--- src/cdrr_pkg.sv ---
// Constants, register map and field layout for the receive configuration bank.
//
// Contract
// [RULE1] Lock-loss source bit: 0 compares recovered clock to reference, 1 to data.
// [RULE2] Two-bit reference band; 00 lowest and default, each step doubles the band.
// [RULE3] Four-bit rate ratio code gives two to the power code minus one.
// [RULE4] Reference divided by two to band code must equal divided data rate.
// [RULE5] Edge select: 01 rising, 10 falling, 00 and 11 both edges.
// [RULE6] Bandwidth scale: default bandwidth times field over four, resets to 4.
// [RULE7] Adaptive slice enable bit 1 makes the threshold adjust automatically.
// [RULE8] Two-bit DLL slew in low bits sets delay-locked loop bandwidth.
// [RULE9] Signed four-bit sample phase in 1/32 UI steps, above 5.65 Gbps only.
// [RULE10] Slice register top bit: 0 normal slice range, 1 extended range.
// [RULE11] Seven-bit slice word sets threshold; all zeros disables slice adjust.
// [RULE12] Termination bit: 0 drives common mode, 1 leaves it floating.
// [RULE13] Input stage: 00 limiter, 01 equalizer, 10 unity buffer, 11 undefined.
// [RULE14] Adaptive equalizer bit: 1 adaptive gain, 0 manual gain.
// [RULE15] Four-bit equalizer gain applies under manual equalizer control.
// [RULE16] Software writes zero to reserved bits; reserved bits read as zero.
// [RULE17] Registers are eight bits; fields change only after a full byte write.
package cdrr_pkg;

    // ----------------------------------------------------------------
    // Serial interface timing
    // ----------------------------------------------------------------
    localparam int unsigned CLK_PERIOD_NS = 40;
    localparam int unsigned BYTE_BITS     = 8;
    localparam logic [6:0]  DEV_ADDR      = 7'h40; // Arbitrary bus address.

    // ----------------------------------------------------------------
    // Register offsets
    // ----------------------------------------------------------------
    localparam logic [7:0] ADDR_CONTROL_C   = 8'h0a;
    localparam logic [7:0] ADDR_REF_LOCK    = 8'h0f;
    localparam logic [7:0] ADDR_LOOP_EDGE   = 8'h10;
    localparam logic [7:0] ADDR_SLICE_DLL   = 8'h13;
    localparam logic [7:0] ADDR_SAMPLE_PH   = 8'h14;
    localparam logic [7:0] ADDR_THRESHOLD   = 8'h15;
    localparam logic [7:0] ADDR_INPUT_STAGE = 8'h16;

    // ----------------------------------------------------------------
    // Writable bit masks (reserved bits are zero)
    // ----------------------------------------------------------------
    localparam logic [7:0] MASK_CONTROL_C   = 8'h40;
    localparam logic [7:0] MASK_REF_LOCK    = 8'h7f;
    localparam logic [7:0] MASK_LOOP_EDGE   = 8'h1f;
    localparam logic [7:0] MASK_SLICE_DLL   = 8'h07;
    localparam logic [7:0] MASK_SAMPLE_PH   = 8'h0f;
    localparam logic [7:0] MASK_THRESHOLD   = 8'hff;
    localparam logic [7:0] MASK_INPUT_STAGE = 8'hff;

    // ----------------------------------------------------------------
    // Reset values
    // ----------------------------------------------------------------
    localparam logic [7:0] RST_CONTROL_C   = 8'h40;
    localparam logic [7:0] RST_REF_LOCK    = 8'h00;
    localparam logic [7:0] RST_LOOP_EDGE   = 8'h04;
    localparam logic [7:0] RST_SLICE_DLL   = 8'h00;
    localparam logic [7:0] RST_SAMPLE_PH   = 8'h00;
    localparam logic [7:0] RST_THRESHOLD   = 8'h00;
    localparam logic [7:0] RST_INPUT_STAGE = 8'h00;

    // ----------------------------------------------------------------
    // Field codes
    // ----------------------------------------------------------------
    localparam logic [1:0] EDGE_RISE      = 2'h1;
    localparam logic [1:0] EDGE_FALL      = 2'h2;
    localparam logic [1:0] STAGE_LIMITER  = 2'h0;
    localparam logic [1:0] STAGE_EQ       = 2'h1;
    localparam logic [1:0] STAGE_BUFFER   = 2'h2;
    localparam logic [3:0] RATIO_MAX_CODE = 4'ha;

    // Serial engine states, one-hot.
    typedef enum logic [5:0] {
        ST_IDLE = 6'b000001,
        ST_ADDR = 6'b000010,
        ST_REG  = 6'b000100,
        ST_WDAT = 6'b001000,
        ST_RDAT = 6'b010000,
        ST_SKIP = 6'b100000
    } cdrr_state_t;

endpackage

--- src/cdr_receiver_config_regs.sv ---
// Receive-path configuration register bank behind a two-wire serial port.
module cdr_receiver_config_regs
    import cdrr_pkg::*;
(
    // Clock and reset.
    input  wire logic       clock,
    input  wire logic       sys_rst,
    // Two-wire serial pins; data is open drain.
    input  wire logic       sclIn,
    input  wire logic       sdaIn,
    output logic            sdaOut,
    output logic            sdaOe,
    // Lock-to-reference settings.
    output logic            lockLossSource,
    output logic [1:0]      referenceBand,
    output logic [3:0]      rateRatioCode,
    output logic            refClockPowerDown,
    // Phase detector and loop.
    output logic            edgeRiseEn,
    output logic            edgeFallEn,
    output logic [2:0]      transferBandwidthScale,
    output logic            adaptiveSliceEn,
    output logic [1:0]      dllSlew,
    output logic [3:0]      samplePhase,
    // Slice.
    output logic            extendedSlice,
    output logic [6:0]      sliceLevel,
    output logic            sliceEnable,
    // Input stage.
    output logic            termFloat,
    output logic            selLimiter,
    output logic            selEqualizer,
    output logic            selBuffer,
    output logic            autoEqualizerEnable,
    output logic [3:0]      equalizerGain
);

    // ----------------------------------------------------------------
    // State
    // ----------------------------------------------------------------
    typedef struct packed {
        logic [1:0]  sclSync;
        logic [1:0]  sdaSync;
        logic        sclPrev;
        logic        sdaPrev;
        cdrr_state_t state;
        logic        ackPhase;
        logic        readMode;
        logic        drive;
        logic [7:0]  regAddr;
        logic [7:0]  txByte;
        logic [7:0]  controlC;
        logic [7:0]  refLock;
        logic [7:0]  loopEdge;
        logic [7:0]  sliceDll;
        logic [7:0]  samplePh;
        logic [7:0]  threshold;
        logic [7:0]  inputStage;
    } cdrr_regs_t;

    cdrr_regs_t r_q, r_d;

    logic       scl;
    logic       sda;
    logic       sclRise;
    logic       sclFall;
    logic       startCond;
    logic       stopCond;
    logic       shiftClear;
    logic       shiftEn;
    logic [7:0] rxByte;
    logic       rxDone;
    logic [7:0] readData;

    // Second stage of each pin synchroniser is the only one read.
    assign scl       = r_q.sclSync[1];
    assign sda       = r_q.sdaSync[1];
    assign sclRise   = scl & ~r_q.sclPrev;
    assign sclFall   = ~scl & r_q.sclPrev;
    assign startCond = scl & r_q.sclPrev & r_q.sdaPrev & ~sda;
    assign stopCond  = scl & r_q.sclPrev & ~r_q.sdaPrev & sda;

    // Bits are shifted on rising clock outside the acknowledge slot.
    assign shiftClear = startCond | (sclFall & r_q.ackPhase);
    assign shiftEn    = sclRise & ~r_q.ackPhase & ~r_q.state[0];

    cdrr_shift_byte u_shift (
        .clock   (clock),
        .sys_rst (sys_rst),
        .clear   (shiftClear),
        .shiftEn (shiftEn),
        .bitIn   (sda),
        .byteOut (rxByte),
        .byteDone(rxDone)
    );

    // ----------------------------------------------------------------
    // Read decode
    // ----------------------------------------------------------------
    // Reserved bits are held at zero by the write masks.
    always_comb begin
        if (r_q.regAddr == ADDR_CONTROL_C) begin
            readData = r_q.controlC;
        end else if (r_q.regAddr == ADDR_REF_LOCK) begin
            readData = r_q.refLock;
        end else if (r_q.regAddr == ADDR_LOOP_EDGE) begin
            readData = r_q.loopEdge;
        end else if (r_q.regAddr == ADDR_SLICE_DLL) begin
            readData = r_q.sliceDll;
        end else if (r_q.regAddr == ADDR_SAMPLE_PH) begin
            readData = r_q.samplePh;
        end else if (r_q.regAddr == ADDR_THRESHOLD) begin
            readData = r_q.threshold;
        end else if (r_q.regAddr == ADDR_INPUT_STAGE) begin
            readData = r_q.inputStage;
        end else begin
            readData = 8'h00;
        end
    end

    // ----------------------------------------------------------------
    // Serial engine and register writes
    // ----------------------------------------------------------------
    // A register changes only once its whole byte is in.
    always_comb begin
        r_d         = r_q;
        r_d.sclSync = {r_q.sclSync[0], sclIn};
        r_d.sdaSync = {r_q.sdaSync[0], sdaIn};
        r_d.sclPrev = scl;
        r_d.sdaPrev = sda;
        if (startCond) begin
            r_d.state    = ST_ADDR;
            r_d.ackPhase = 1'b0;
            r_d.drive    = 1'b0;
        end else if (stopCond) begin
            r_d.state    = ST_IDLE;
            r_d.ackPhase = 1'b0;
            r_d.drive    = 1'b0;
        end else if (sclFall && r_q.ackPhase) begin
            // Acknowledge slot ends; move on to the next byte.
            r_d.ackPhase = 1'b0;
            r_d.drive    = 1'b0;
            if (r_q.state == ST_RDAT) begin
                r_d.drive  = ~r_q.txByte[7];
                r_d.txByte = {r_q.txByte[6:0], 1'b0};
            end
        end else if (sclFall && rxDone) begin
            // Eighth bit done: acknowledge or hand over a byte.
            r_d.ackPhase = 1'b1;
            case (r_q.state)
                ST_ADDR: begin
                    if (rxByte[7:1] == DEV_ADDR) begin
                        r_d.drive    = 1'b1;
                        r_d.readMode = rxByte[0];
                        r_d.state    = rxByte[0] ? ST_RDAT : ST_REG;
                        r_d.txByte   = readData;
                    end else begin
                        r_d.state = ST_SKIP;
                    end
                end
                ST_REG: begin
                    r_d.regAddr = rxByte;
                    r_d.drive   = 1'b1;
                    r_d.state   = ST_WDAT;
                end
                ST_WDAT: begin
                    r_d.drive = 1'b1;
                    if (r_q.regAddr == ADDR_CONTROL_C) begin
                        r_d.controlC = rxByte & MASK_CONTROL_C; // [RULE16]
                    end else if (r_q.regAddr == ADDR_REF_LOCK) begin
                        r_d.refLock = rxByte & MASK_REF_LOCK; // [RULE17]
                    end else if (r_q.regAddr == ADDR_LOOP_EDGE) begin
                        r_d.loopEdge = rxByte & MASK_LOOP_EDGE;
                    end else if (r_q.regAddr == ADDR_SLICE_DLL) begin
                        r_d.sliceDll = rxByte & MASK_SLICE_DLL;
                    end else if (r_q.regAddr == ADDR_SAMPLE_PH) begin
                        r_d.samplePh = rxByte & MASK_SAMPLE_PH;
                    end else if (r_q.regAddr == ADDR_THRESHOLD) begin
                        r_d.threshold = rxByte & MASK_THRESHOLD;
                    end else if (r_q.regAddr == ADDR_INPUT_STAGE) begin
                        r_d.inputStage = rxByte & MASK_INPUT_STAGE;
                    end
                    r_d.regAddr = r_q.regAddr + 8'h01;
                end
                ST_RDAT: begin
                    // Free the wire for the master's answer; prefetch.
                    r_d.drive   = 1'b0;
                    r_d.regAddr = r_q.regAddr + 8'h01;
                end
                default: begin
                    r_d.ackPhase = 1'b0;
                end
            endcase
        end else if (sclRise && r_q.ackPhase && r_q.state == ST_RDAT) begin
            // Master answer: a not-acknowledge ends the read.
            if (sda) begin
                r_d.state = ST_SKIP;
            end else begin
                r_d.txByte = readData;
            end
        end else if (sclFall && r_q.state == ST_RDAT) begin
            r_d.drive  = ~r_q.txByte[7];
            r_d.txByte = {r_q.txByte[6:0], 1'b0};
        end
        if (r_d.state == ST_IDLE || r_d.state == ST_SKIP) begin
            r_d.drive = 1'b0;
        end
    end

    // Registers all state; settings take their documented defaults.
    always_ff @(posedge clock) begin
        if (sys_rst) begin
            r_q            <= '0;
            r_q.sclSync    <= 2'h3;
            r_q.sdaSync    <= 2'h3;
            r_q.sclPrev    <= 1'b1;
            r_q.sdaPrev    <= 1'b1;
            r_q.state      <= ST_IDLE;
            r_q.controlC   <= RST_CONTROL_C;
            r_q.refLock    <= RST_REF_LOCK;    // [RULE2]
            r_q.loopEdge   <= RST_LOOP_EDGE;   // [RULE6]
            r_q.sliceDll   <= RST_SLICE_DLL;
            r_q.samplePh   <= RST_SAMPLE_PH;
            r_q.threshold  <= RST_THRESHOLD;
            r_q.inputStage <= RST_INPUT_STAGE;
        end else begin
            r_q <= r_d;
        end
    end

    // ----------------------------------------------------------------
    // Decoded setting outputs, each from a flip-flop
    // ----------------------------------------------------------------
    // Register copies of the decoded fields for the analog controls.
    always_ff @(posedge clock) begin
        if (sys_rst) begin
            sdaOut                 <= 1'b0;
            sdaOe                  <= 1'b0;
            lockLossSource         <= 1'b0;
            referenceBand          <= 2'h0;
            rateRatioCode          <= 4'h0;
            refClockPowerDown      <= 1'b1;
            edgeRiseEn             <= 1'b1;
            edgeFallEn             <= 1'b1;
            transferBandwidthScale <= 3'h4;
            adaptiveSliceEn        <= 1'b0;
            dllSlew                <= 2'h0;
            samplePhase            <= 4'h0;
            extendedSlice          <= 1'b0;
            sliceLevel             <= 7'h00;
            sliceEnable            <= 1'b0;
            termFloat              <= 1'b0;
            selLimiter             <= 1'b1;
            selEqualizer           <= 1'b0;
            selBuffer              <= 1'b0;
            autoEqualizerEnable    <= 1'b0;
            equalizerGain          <= 4'h0;
        end else begin
            sdaOut                 <= 1'b0;
            sdaOe                  <= r_q.drive;
            lockLossSource         <= r_q.refLock[6];      // [RULE1]
            referenceBand          <= r_q.refLock[5:4];    // [RULE2] [RULE4]
            rateRatioCode          <= r_q.refLock[3:0];    // [RULE3] [RULE4]
            refClockPowerDown      <= r_q.controlC[6];
            edgeRiseEn             <= r_q.loopEdge[4:3] != EDGE_FALL; // [RULE5]
            edgeFallEn             <= r_q.loopEdge[4:3] != EDGE_RISE; // [RULE5]
            transferBandwidthScale <= r_q.loopEdge[2:0];   // [RULE6]
            adaptiveSliceEn        <= r_q.sliceDll[2];     // [RULE7]
            dllSlew                <= r_q.sliceDll[1:0];   // [RULE8]
            samplePhase            <= r_q.samplePh[3:0];   // [RULE9]
            extendedSlice          <= r_q.threshold[7];    // [RULE10]
            sliceLevel             <= r_q.threshold[6:0];  // [RULE11]
            sliceEnable            <= |r_q.threshold[6:0]; // [RULE11]
            termFloat              <= r_q.inputStage[7];   // [RULE12]
            selLimiter   <= r_q.inputStage[6:5] == STAGE_LIMITER; // [RULE13]
            selEqualizer <= r_q.inputStage[6:5] == STAGE_EQ;      // [RULE13]
            selBuffer    <= r_q.inputStage[6:5] == STAGE_BUFFER;  // [RULE13]
            autoEqualizerEnable    <= r_q.inputStage[4];   // [RULE14]
            equalizerGain          <= r_q.inputStage[3:0]; // [RULE15]
        end
    end

endmodule

--- src/cdrr_shift_byte.sv ---
// Byte shifter with bit counter used by the two-wire serial engine.
module cdrr_shift_byte
    import cdrr_pkg::*;
(
    // Clock and reset.
    input  wire logic       clock,
    input  wire logic       sys_rst,
    // Control.
    input  wire logic       clear,
    input  wire logic       shiftEn,
    input  wire logic       bitIn,
    // Result.
    output logic [7:0]      byteOut,
    output logic            byteDone
);

    typedef struct packed {
        logic [7:0] data;
        logic [3:0] count;
    } cdrr_shift_t;

    cdrr_shift_t s_q, s_d;

    // Shifts one bit per enable and flags the eighth.
    always_comb begin
        s_d = s_q;
        if (clear) begin
            s_d.count = 4'h0;
        end else if (shiftEn) begin
            s_d.data  = {s_q.data[6:0], bitIn};
            s_d.count = (s_q.count == 4'(BYTE_BITS)) ? 4'h1 : s_q.count + 4'h1;
        end
    end

    // Registers the shifter state.
    always_ff @(posedge clock) begin
        if (sys_rst) begin
            s_q <= '0;
        end else begin
            s_q <= s_d;
        end
    end

    assign byteOut  = s_q.data;
    assign byteDone = (s_q.count == 4'(BYTE_BITS));

endmodule

--- config.mk ---
export PLATFORM = sky130hd
export DESIGN_NAME = cdr_receiver_config_regs
export DESIGN_NICKNAME = d
export VERILOG_FILES = /design/src/cdrr_pkg.sv /design/src/cdr_receiver_config_regs.sv /design/src/cdrr_shift_byte.sv
export SDC_FILE = /design/constraint.sdc
export NUM_CORES = 1
export LEC_CHECK = 0
export BUFFER_PORTS_ARGS = -buffer_cell sky130_fd_sc_hd__buf_2
export CORE_ASPECT_RATIO = 0.75
export CORE_MARGIN = 4
export CORE_UTILIZATION = 25
export CTS_CLUSTER_DIAMETER = 100
export DETAILED_ROUTE_END_ITERATION = 12
export HOLD_SLACK_MARGIN = 0.15
export MAX_ROUTING_LAYER = met4
export PLACE_DENSITY_LB_ADDON = 0.2
export SETUP_SLACK_MARGIN = 0.1
export SYNTH_ARGS = -nofsm -noshare
export SYNTH_HDL_FRONTEND = slang
export SYNTH_SLANG_ARGS = --single-unit
--- constraint.sdc ---
create_clock -name clock -period 7.75 [get_ports clock]
set_clock_uncertainty 0.2 [all_clocks]
set_input_delay 1.55 -clock clock [delete_from_list [all_inputs] [get_ports clock]]
set_output_delay 1.55 -clock clock [all_outputs]
set_load 0.01 [all_outputs]
== Word level (Yosys, flattened, before mapping) ==
Index checks and enable logic that the tools add are counted.

* Register bits: 118
* Output and inout bits: 40
* Logic and storage cells: 161
* Input port bits: 4

* Reductions and logical operators: 29
* Bitwise gates (word level): 28
* Multiplexer cells: 37
* Eq/ne operators: 26
* Add/subtract/negate cells: 2

{| class="wikitable"
|+ Operators by type and width
! kind !! count
|-
| $mux 8 || 15
|-
| $eq 8x5->1 const B || 5
|-
| $mux 6 || 5
|-
| $not 1->1 || 17
|-
| $eq 8x4->1 const B || 2
|-
| $pmux 8 s2 || 1
|-
| $mux 7 || 2
|-
| $reduce_and 7->1 || 2
|-
| $pmux 6 s2 || 1
|-
| $reduce_and 12->1 || 1
|-
| $reduce_and 6->1 || 2
|-
| $reduce_or 4->1 || 3
|-
| $reduce_and 11->1 || 1
|-
| $and 1x1->1 || 10
|-
| $reduce_and 10->1 || 1
|-
| $reduce_and 9->1 || 1
|-
| $add 8x1->8 const B || 1
|-
| $mux 1 || 8
|-
| $ne 4x4->1 const B || 2
|-
| $reduce_and 8->1 || 1
|-
| $eq 7x7->1 const B || 1
|-
| $reduce_or 7->1 || 1
|-
| $eq 6x1->1 const B || 1
|-
| $eq 6x2->1 const B || 1
|-
| other kinds (28) || 37
|}

== Longest topological paths before layout ==
Gate-level depths: netlist of the first run.

* Depth in word-level cells: 12
* Mapped depth: 10
* Depth with buffers taken out: 8

== Cells and area by module ==
From an unflattened synthesis of the first run, not the netlist that was laid out.

* Cell total of the unflattened synthesis: 591
* Area, all modules: 5161.2 µm²

{| class="wikitable"
|+ By module, submodules not included
! module !! cells an instance !! sequential area each (µm²) !! area an instance (µm²) !! instances
|-
| cdr_receiver_config_regs || 520 || 2102.0 || 4574.4 || 1
|-
| cdrr_shift_byte || 71 || 240.2 || 586.8 || 1
|}

== Worst setup path before layout of the first run ==
No wires, ideal clock.

* Kind: in2reg
* From: in sys_rst
* To: reg r_q[82] (netlist name)
* Setup time: 0.123 ns
* Arrival time: 2.175 ns
* Buffers on the path: 2
* Setup slack: 5.252 ns
* Stages: 3
* Required time: 7.427 ns
* Cells stage by stage: clkbuf_1 clkbuf_1 or2_2

{| class="wikitable"
|+ RTL lines
! what !! line !! source
|-
| from (decl) || cdr_receiver_config_regs.sv:7 || <nowiki>input wire logic sys_rst,</nowiki>
|-
| to (signal assigned) || cdr_receiver_config_regs.sv:227 || <nowiki>r_q <= r_d;</nowiki>
|-
| to (decl) || cdr_receiver_config_regs.sv:61 || <nowiki>cdrr_regs_t r_q, r_d;</nowiki>
|}

No word-level cell between the ends.

== Worst setup path after layout of the first run ==
* From: reg u_shift.s_q[0] (netlist name)
* To: reg r_q[4] (netlist name)

* Cells in the longest elaborated chain, start to end: 3

{| class="wikitable"
|+ Ends and longest elaborated chain
! what !! line !! source
|-
| from (decl) || cdrr_shift_byte.sv:22 || <nowiki>cdrr_shift_t s_q, s_d;</nowiki>
|-
| from (signal assigned) || cdrr_shift_byte.sv:38 || <nowiki>s_q <= '0;</nowiki>
|-
| from (signal assigned) || cdrr_shift_byte.sv:40 || <nowiki>s_q <= s_d;</nowiki>
|-
| $eq 4x4->1 || cdrr_shift_byte.sv:45 || <nowiki>assign byteDone = (s_q.count == 4'(BYTE_BITS));</nowiki>
|-
| $logic_and 1x1->1 || cdr_receiver_config_regs.sv:147 || <nowiki>end else if (sclFall && rxDone) begin</nowiki>
|-
| $reduce_and 12->1 (no source line) || -- ||
|}

No other way between the ends.
A chain may end at the register's enable or synchronous reset.

==> impl_metrics.env, run 1 <==
export IMPL_status="finished, final reports clean"
export IMPL_cts_tree="yes"
export IMPL_p_sw_share_pct=22.66
export IMPL_synth_largest_area_cell="dfxtp_1"
export IMPL_dp_cells=832
export IMPL_clk_latency_ns=0.42
export IMPL_dieArea_sq_um=22530
export IMPL_r2r_end="r_q[4]$_SDFFE_PP0P_"
export IMPL_clock_sinks=117
export IMPL_syn_area_per_cell_sq_um=8.769
export IMPL_seq_area_frac_synth_pct=46.45
export IMPL_worstPathRequired_ns=7.85
export IMPL_vias_per_cell=4.766
export IMPL_hp_start="r_d[84]$_SDFF_PP1_"
export IMPL_nFillCells=2066
export IMPL_netlist_area_leader_share_pct=46.45
export IMPL_internal_power_uw=1095
export IMPL_setup_viol=0
export IMPL_drv_slew=0
export IMPL_seq_power_share_pct=42.8
export IMPL_clockPowerShare_pct=55.6
export IMPL_antenna_found_initial=0
export IMPL_synthesis_area_sq_um=5042
export IMPL_yosys_top_cells_count="dfxtp_1 (117), nor2_1 (61), nand2_1 (59)"
export IMPL_tightest_slew_ns=0.7421
export IMPL_fmax_mhz=303.4
export IMPL_maxCapViolCount=0
export IMPL_rrSetupSlack_ns=4.45
export IMPL_drt_iter0_markers=350
export IMPL_cts_setup_buffers=0
export IMPL_syn2layout_area_growth_pct=19.03
export IMPL_whs_endpoint="r_d[81]$_SDFF_PP1_"
export IMPL_netSwitchingPower_uw=320.8
export IMPL_dp_hpwl_mm=9.271
export IMPL_power_per_cell_area_nw_per_um2=235.9
export IMPL_cts_root_buf="clkbuf_16"
export IMPL_crit_type="reg -> reg"
export IMPL_drive_above_1_share_pct=15.55
export IMPL_stdcell_count=864
export IMPL_drc=0
export IMPL_postCtsResizedCells=0
export IMPL_synth_fp_nets=585
export IMPL_rsz0062_at_grt="false"
export IMPL_ctsHtreeMaxLevel=4
export IMPL_cp_end_kind="flop"
export IMPL_pwr_share_comb_pct=1.6
export IMPL_yosys_top_cells_area="dfxtp_1 (46%), mux2i_1 (7.1%), nor2_1 (4.5%)"
export IMPL_routedWlPerCell_microns=15.48
export IMPL_leakagePower_uw=0.002363
export IMPL_start_util_pct=25.73
export IMPL_ctsHoldBuffers=0
export IMPL_grt_pass1_vias=3844
export IMPL_hold_viol=0
export IMPL_hp_class="reg -> reg"
export IMPL_io_pins=44
export IMPL_die_h_microns=131.0
export IMPL_synth_distinct_cells=64
export IMPL_cts_buffers=17
export IMPL_worst_setup_path_start_kind="flop"
export IMPL_drt_pre_antenna_iters=5
export IMPL_port_buffers=42
export IMPL_clk_pin_slew_ns=0.06
export IMPL_synth_seq_cells=117
export IMPL_reg2reg_from="u_shift.s_q[0]$_SDFFE_PP0P_"
export IMPL_num_rows=44
export IMPL_cts_buffer_depth=2
export IMPL_ys_warn_count=0
export IMPL_ys_flop_type="dfxtp_1"
export IMPL_syn_inst=575
export IMPL_grt_use_total_pct=12.69
export IMPL_startpoint="u_shift.s_q[0]$_SDFFE_PP0P_"
export IMPL_wirelength_mm=13.38
export IMPL_gp_congestion=0.8533
export IMPL_irDropWorstVdd_v=0.0001581
export IMPL_die_w_microns=172.0
export IMPL_drt_antenna_violating_nets=0
export IMPL_diodes=0
export IMPL_yosysMostFrequentCell="dfxtp_1"
export IMPL_min_path_cells=1
export IMPL_critPathMaxFanout=8
export IMPL_fin_crit_sh_pct=42.53
export IMPL_reg2reg_depth=8
export IMPL_layout_min_cycle_time_ns=3.296
export IMPL_tns_ns=0
export IMPL_grt_max_degree=64
export IMPL_dr_total_vias=4118
export IMPL_overflow=0
export IMPL_async_flop_share_pct=0
export IMPL_grt_pass1_wl_mm=21.31
export IMPL_synth_enable_flop_cells=0
export IMPL_critPathArrivalTime_ns=3.39
export IMPL_fin_nets=608
export IMPL_maxSlewHeadroom_pct=50.38
export IMPL_coreArea_sq_um=19600
-- power by group through the flow --
stage | Clock (uW) | Sequential, uW | Combinational (uW)
after floorplan | 0 | 617 | 19.7
after global placement | 0 | 620 | 21.9
after detailed placement | 0 | 620 | 22.3
final | 787 | 607 | 22.0
after global routing | 833 | 607 | 25.0
after CTS | 807 | 606 | 22.5
-- cells by family after synthesis --
group                      share of synthesized area [%]
xor gates and xnor gates                          0.5212
and+or+nand+nor                                    24.89
muxes                                              7.593
adders and majority gates                          1.489
AOI/OAI and AO/OA                                  14.44
buffers and inverters                              4.541
DFF                                                46.45
other                                            0.07437
-- flip-flops by register name, indices dropped and copies added, names as in the netlist, 2 cells and up --
register	cells
dllSlew	2
sliceLevel	7
r_d	4
r_q	62
referenceBand	2
u_shift.byteOut	8
equalizerGain	4
transferBandwidthScale	3
samplePhase	4
rateRatioCode	4
u_shift.s_q	4
-- layout make-up --
type | instances | area, sq um | area share (%)
tap | 253 | 316.6 | 5.274
clock buffer | 19 | 442.9 | 7.380
multi-input combinational | 404 | 2471 | 41.17
sequential | 117 | 2342 | 39.02
clock inverter | 13 | 148.9 | 2.481
inverter | 14 | 52.55 | 0.8755
timing repair buffer | 44 | 227.7 | 3.794
-- worst max path at each step --
stage	endpoint	slack, ns	cells after the start
final	r_q[4]$_SDFFE_PP0P_	4.45	8
after global routing	r_q[3]$_SDFFE_PP0P_	4.26	8
after CTS	r_q[0]$_SDFFE_PP0P_	4.43	8
after detailed placement	r_q[56]$_SDFFE_PP0P_	4.42	4
after global placement	r_q[56]$_SDFFE_PP0P_	4.47	4
after floorplan	r_q[82]$_SDFF_PP1_	5.25	3
-- routing by layer --
metal	track usage, %	part of all wire (%)
met3	3.699	6.0
met4	4.713	1.9
met1	17.62	50
met5	-	0
met2	17.36	42
-- worst max-delay path, stage by stage, from the launching register on --
cell and delay (ns):
dfxtp_1 0.34, inv_1 0.08, ha_1 0.18, nand3b_1 0.26, or4_4 0.66, a211oi_4 0.41
nand4b_1 0.63, mux2i_1 0.35, nor2_1 0.05
-- cells in the final DEF, fill, tap and decap left out, types with 3 or more instances in the layout --
| cell type | instances |
|---|---|
| dfxtp_1 | 117 |
| nor2_1 | 61 |
| nand2_1 | 59 |
| buf_2 | 41 |
| mux2i_1 | 36 |
| nor2b_1 | 33 |
| a21oi_1 | 30 |
| o21ai_0 | 23 |
| nor3_1 | 18 |
| clkbuf_16 | 17 |
| nand3_1 | 15 |
| inv_1 | 13 |
| or2_2 | 12 |
| a211oi_1 | 9 |
| nor4_1 | 8 |
| nand2b_1 | 7 |
| a22oi_1 | 7 |
| ha_1 | 6 |
| nand3b_1 | 5 |
| nor3b_1 | 5 |
| and3_1 | 5 |
| or3b_2 | 4 |
| or3_1 | 4 |
| a32oi_1 | 4 |
| clkinv_4 | 4 |
| o31ai_1 | 3 |
| a31oi_1 | 3 |
| a221oi_1 | 3 |
| a2bb2oi_1 | 3 |
| inv_6 | 3 |
| clkinvlp_4 | 3 |
| buf_4 | 3 |
-- stage by stage --
step	cell area, sq um	setup slack [ns]	hold WS (ns)	utilization (%)	power, uW
6_report	6002	4.454	0.2127	30.62	1416
5_1_grt	6002	4.263	0.2203	30.62	1465
4_1_cts	6002	4.433	0.2159	30.62	1436
3_5_place_dp	5410	4.419	0.1993	27.60	641.8
3_3_place_gp	5410	4.465	0.2003	27.60	641.5
2_1_floorplan	5042	5.252	0.1798	-	636.9
Note: power is estimated with default switching activity, not from simulation.
==> inputs of run 2 (changes only) <==
clock period = 2.9 ns   (was 7.75 ns; I/O delays follow)
==> run 2 against run 1 <==
Effect of this change:
- hold slack got worse by 0.0045 ns
- critical path type unchanged
- power increased to 2.5 times the previous value
- critical path depth decreased by 1
==> impl_metrics.env, run 2 (same netlist as run 1, synthesis figures left out) <==
export IMPL_wirelength_mm=14.19
export IMPL_critPathArrivalTime_ns=2.78
export IMPL_drt_iter0_markers=341
export IMPL_hp_start="r_d[84]$_SDFF_PP1_"
export IMPL_final_core_utilization_pct=31.45
export IMPL_hold_ws_ns=0.2083
export IMPL_grt_use_total_pct=13.28
export IMPL_nFillCells=2079
export IMPL_clk_latency_ns=0.42
export IMPL_dp_hpwl_mm=9.871
export IMPL_cts_buffer_depth=2
export IMPL_fmax_mhz=374.6
export IMPL_power_per_cell_area_nw_per_um2=578.8
export IMPL_reg2reg_from="u_shift.byteOut[4]$_SDFFE_PP0P_"
export IMPL_drc=0
export IMPL_final_common_cell="dfxtp_1"
export IMPL_whs_endpoint="r_d[81]$_SDFF_PP1_"
export IMPL_num_rows=44
export IMPL_crit_path_top_delay_cell="nor4b_1"
export IMPL_pre_cts_ws_ns=0.1439
export IMPL_setup_viol=0
export IMPL_tightest_slew_ns=1.059
export IMPL_routedWlPerCell_microns=15.92
export IMPL_ctsHtreeMaxLevel=4
export IMPL_layout_min_cycle_time_ns=2.670
export IMPL_cp_slowest_stage_delay_ns=0.74
export IMPL_antenna_found_initial=0
export IMPL_drt_pre_antenna_iters=4
export IMPL_grt_max_degree=104
export IMPL_tns_ns=0
export IMPL_regArea_sq_um=2342
export IMPL_status="finished, final reports clean"
export IMPL_start_util_pct=25.73
export IMPL_cts_root_buf="clkbuf_16"
export IMPL_cts_buffers=17
export IMPL_crit_type="reg -> reg"
export IMPL_leakagePower_uw=0.002469
export IMPL_rsz0062_at_grt="true"
export IMPL_io_pins=44
export IMPL_maxSlewHeadroom_pct=29.40
export IMPL_multi_input_area_sq_um=2477
export IMPL_hp_class="reg -> reg"
export IMPL_overflow=0
export IMPL_fin_crit_sh_pct=92.06
export IMPL_drt_antenna_violating_nets=0
export IMPL_syn2layout_area_growth_pct=22.26
export IMPL_dr_total_vias=4230
export IMPL_clock_sinks=117
export IMPL_cp_end_kind="flop"
export IMPL_r2r_end="r_q[59]$_SDFFE_PP0P_"
export IMPL_setup_slack_ns=0.2301
export IMPL_mostFrequentLayoutCells="dfxtp_1 (117), nor2_1 (61), nand2_1 (59)"
export IMPL_dieArea_sq_um=22530
export IMPL_min_path_cells=1
export IMPL_die_w_microns=172.0
export IMPL_top_register="r_q"
export IMPL_coreArea_sq_um=19600
export IMPL_cts_tree="yes"
export IMPL_diodes=0
export IMPL_grt_pass1_wl_mm=22.38
export IMPL_reg2reg_depth=7
export IMPL_gp_congestion=0.9303
export IMPL_rrSetupSlack_ns=0.23
export IMPL_drive_above_1_share_pct=19.12
export IMPL_grt_pass1_vias=4020
export IMPL_cp_top_family="simple AND/OR/NAND/NOR gates"
export IMPL_clk_pin_slew_ns=0.06
export IMPL_maxCapViolCount=0
export IMPL_irDropWorstVdd_v=0.0003958
export IMPL_path_buf_inv=1
export IMPL_hold_viol=0
export IMPL_vias_per_cell=4.747
export IMPL_port_buffers=42
export IMPL_crit_chain="nor4b_1 -> nand2_1 -> and2b_1 -> buf_4 -> o21a_1 -> nor2_1 -> a211oi_1"
export IMPL_critPathMaxFanout=8
export IMPL_die_h_microns=131.0
export IMPL_worst_setup_path_start_kind="flop"
export IMPL_drv_slew=0
export IMPL_fin_nets=636
export IMPL_largest_reg_flops=62
export IMPL_worstPathRequired_ns=3.01
run 2: cell types whose count changed in the layout (fill, tap and decap cells not counted), sizes merged:
cell | before | now
clkbuf | 19 | 17
clkinvlp | 3 | 6
bufinv | 2 | 0
dlygate4sd3 | 0 | 2
buf | 44 | 70
clkinv | 6 | 7
inv | 16 | 15
run 2: how the worst max path moves through the flow:
stage | slack [ns] | endpoint | from | cells past startpoint
after global routing | 0.09 | r_q[69]$_SDFFE_PP0P_ | r_d[82]$_SDFF_PP1_ | 6
after floorplan | 0.44 | r_q[7]$_SDFFE_PP0P_ | u_shift.s_q[0]$_SDFFE_PP0P_ | 9
after CTS | 0.12 | r_q[17]$_SDFFE_PP0P_ | u_shift.s_q[0]$_SDFFE_PP0P_ | 8
after global placement | 0.23 | r_q[0]$_SDFFE_PP0P_ | u_shift.s_q[0]$_SDFFE_PP0P_ | 9
after detailed placement | 0.14 | r_q[0]$_SDFFE_PP0P_ | u_shift.s_q[0]$_SDFFE_PP0P_ | 9
final | 0.23 | r_q[59]$_SDFFE_PP0P_ | u_shift.byteOut[4]$_SDFFE_PP0P_ | 7
run 2: where the power goes:
| group | leakage [uW] | switching [uW] | internal (uW) |
|---|---|---|---|
| sequential | 0.000944 | 7.51 | 1610 |
| combinational | 0.00128 | 45.9 | 20.2 |
| clock | 0.000244 | 793 | 1090 |
| total | 0.00247 | 846 | 2720 |
run 2: cell type report:
class                   instances  area share [%]
multi-input cells             404           40.19
flip-flops and latches        117           37.99
repair buffers                 72           7.185
clock buffers                  17           6.901
well taps                     253           5.135
clock inverters                14           1.745
inverters                      14          0.8524
run 2: timing repair:
item,4_1_cts,5_1_grt
buffers inserted,0,2
resized for setup,0,2
hold endpoints to repair,2,0
hold buffers,2,0
setup endpoints to repair,0,21
run 2: worst reg2reg max path: cells and delay by family, from the launching register on:
kind	cells	cell delay [ns]
and+or+nand+nor	4	1.38
AOI/OAI and AO/OA	2	0.53
DFF	1	0.32
buffers and inverters	1	0.15
run 2: routing by layer:
| metal | wire [microns] | part of all wire [%] | vias up | global-route usage, % |
|---|---|---|---|---|
| li1 | - | - | 2105 | - |
| met1 | 7132 | 50 | 2014 | 18.75 |
| met2 | 5942 | 42 | 94 | 18.25 |
| met3 | 920 | 6.5 | 17 | 3.729 |
| met4 | 191 | 1.3 | 0 | 4.205 |
| met5 | 0 | 0 | - | - |
run 2: metrics by stage:
stage,instances,area [sq um],total power (uW)
2_1_floorplan,575,5042,1702
3_3_place_gp,856,5590,1718
3_5_place_dp,856,5590,1718
4_1_cts,889,6143,3615
5_1_grt,891,6165,3700
6_report,891,6165,3568
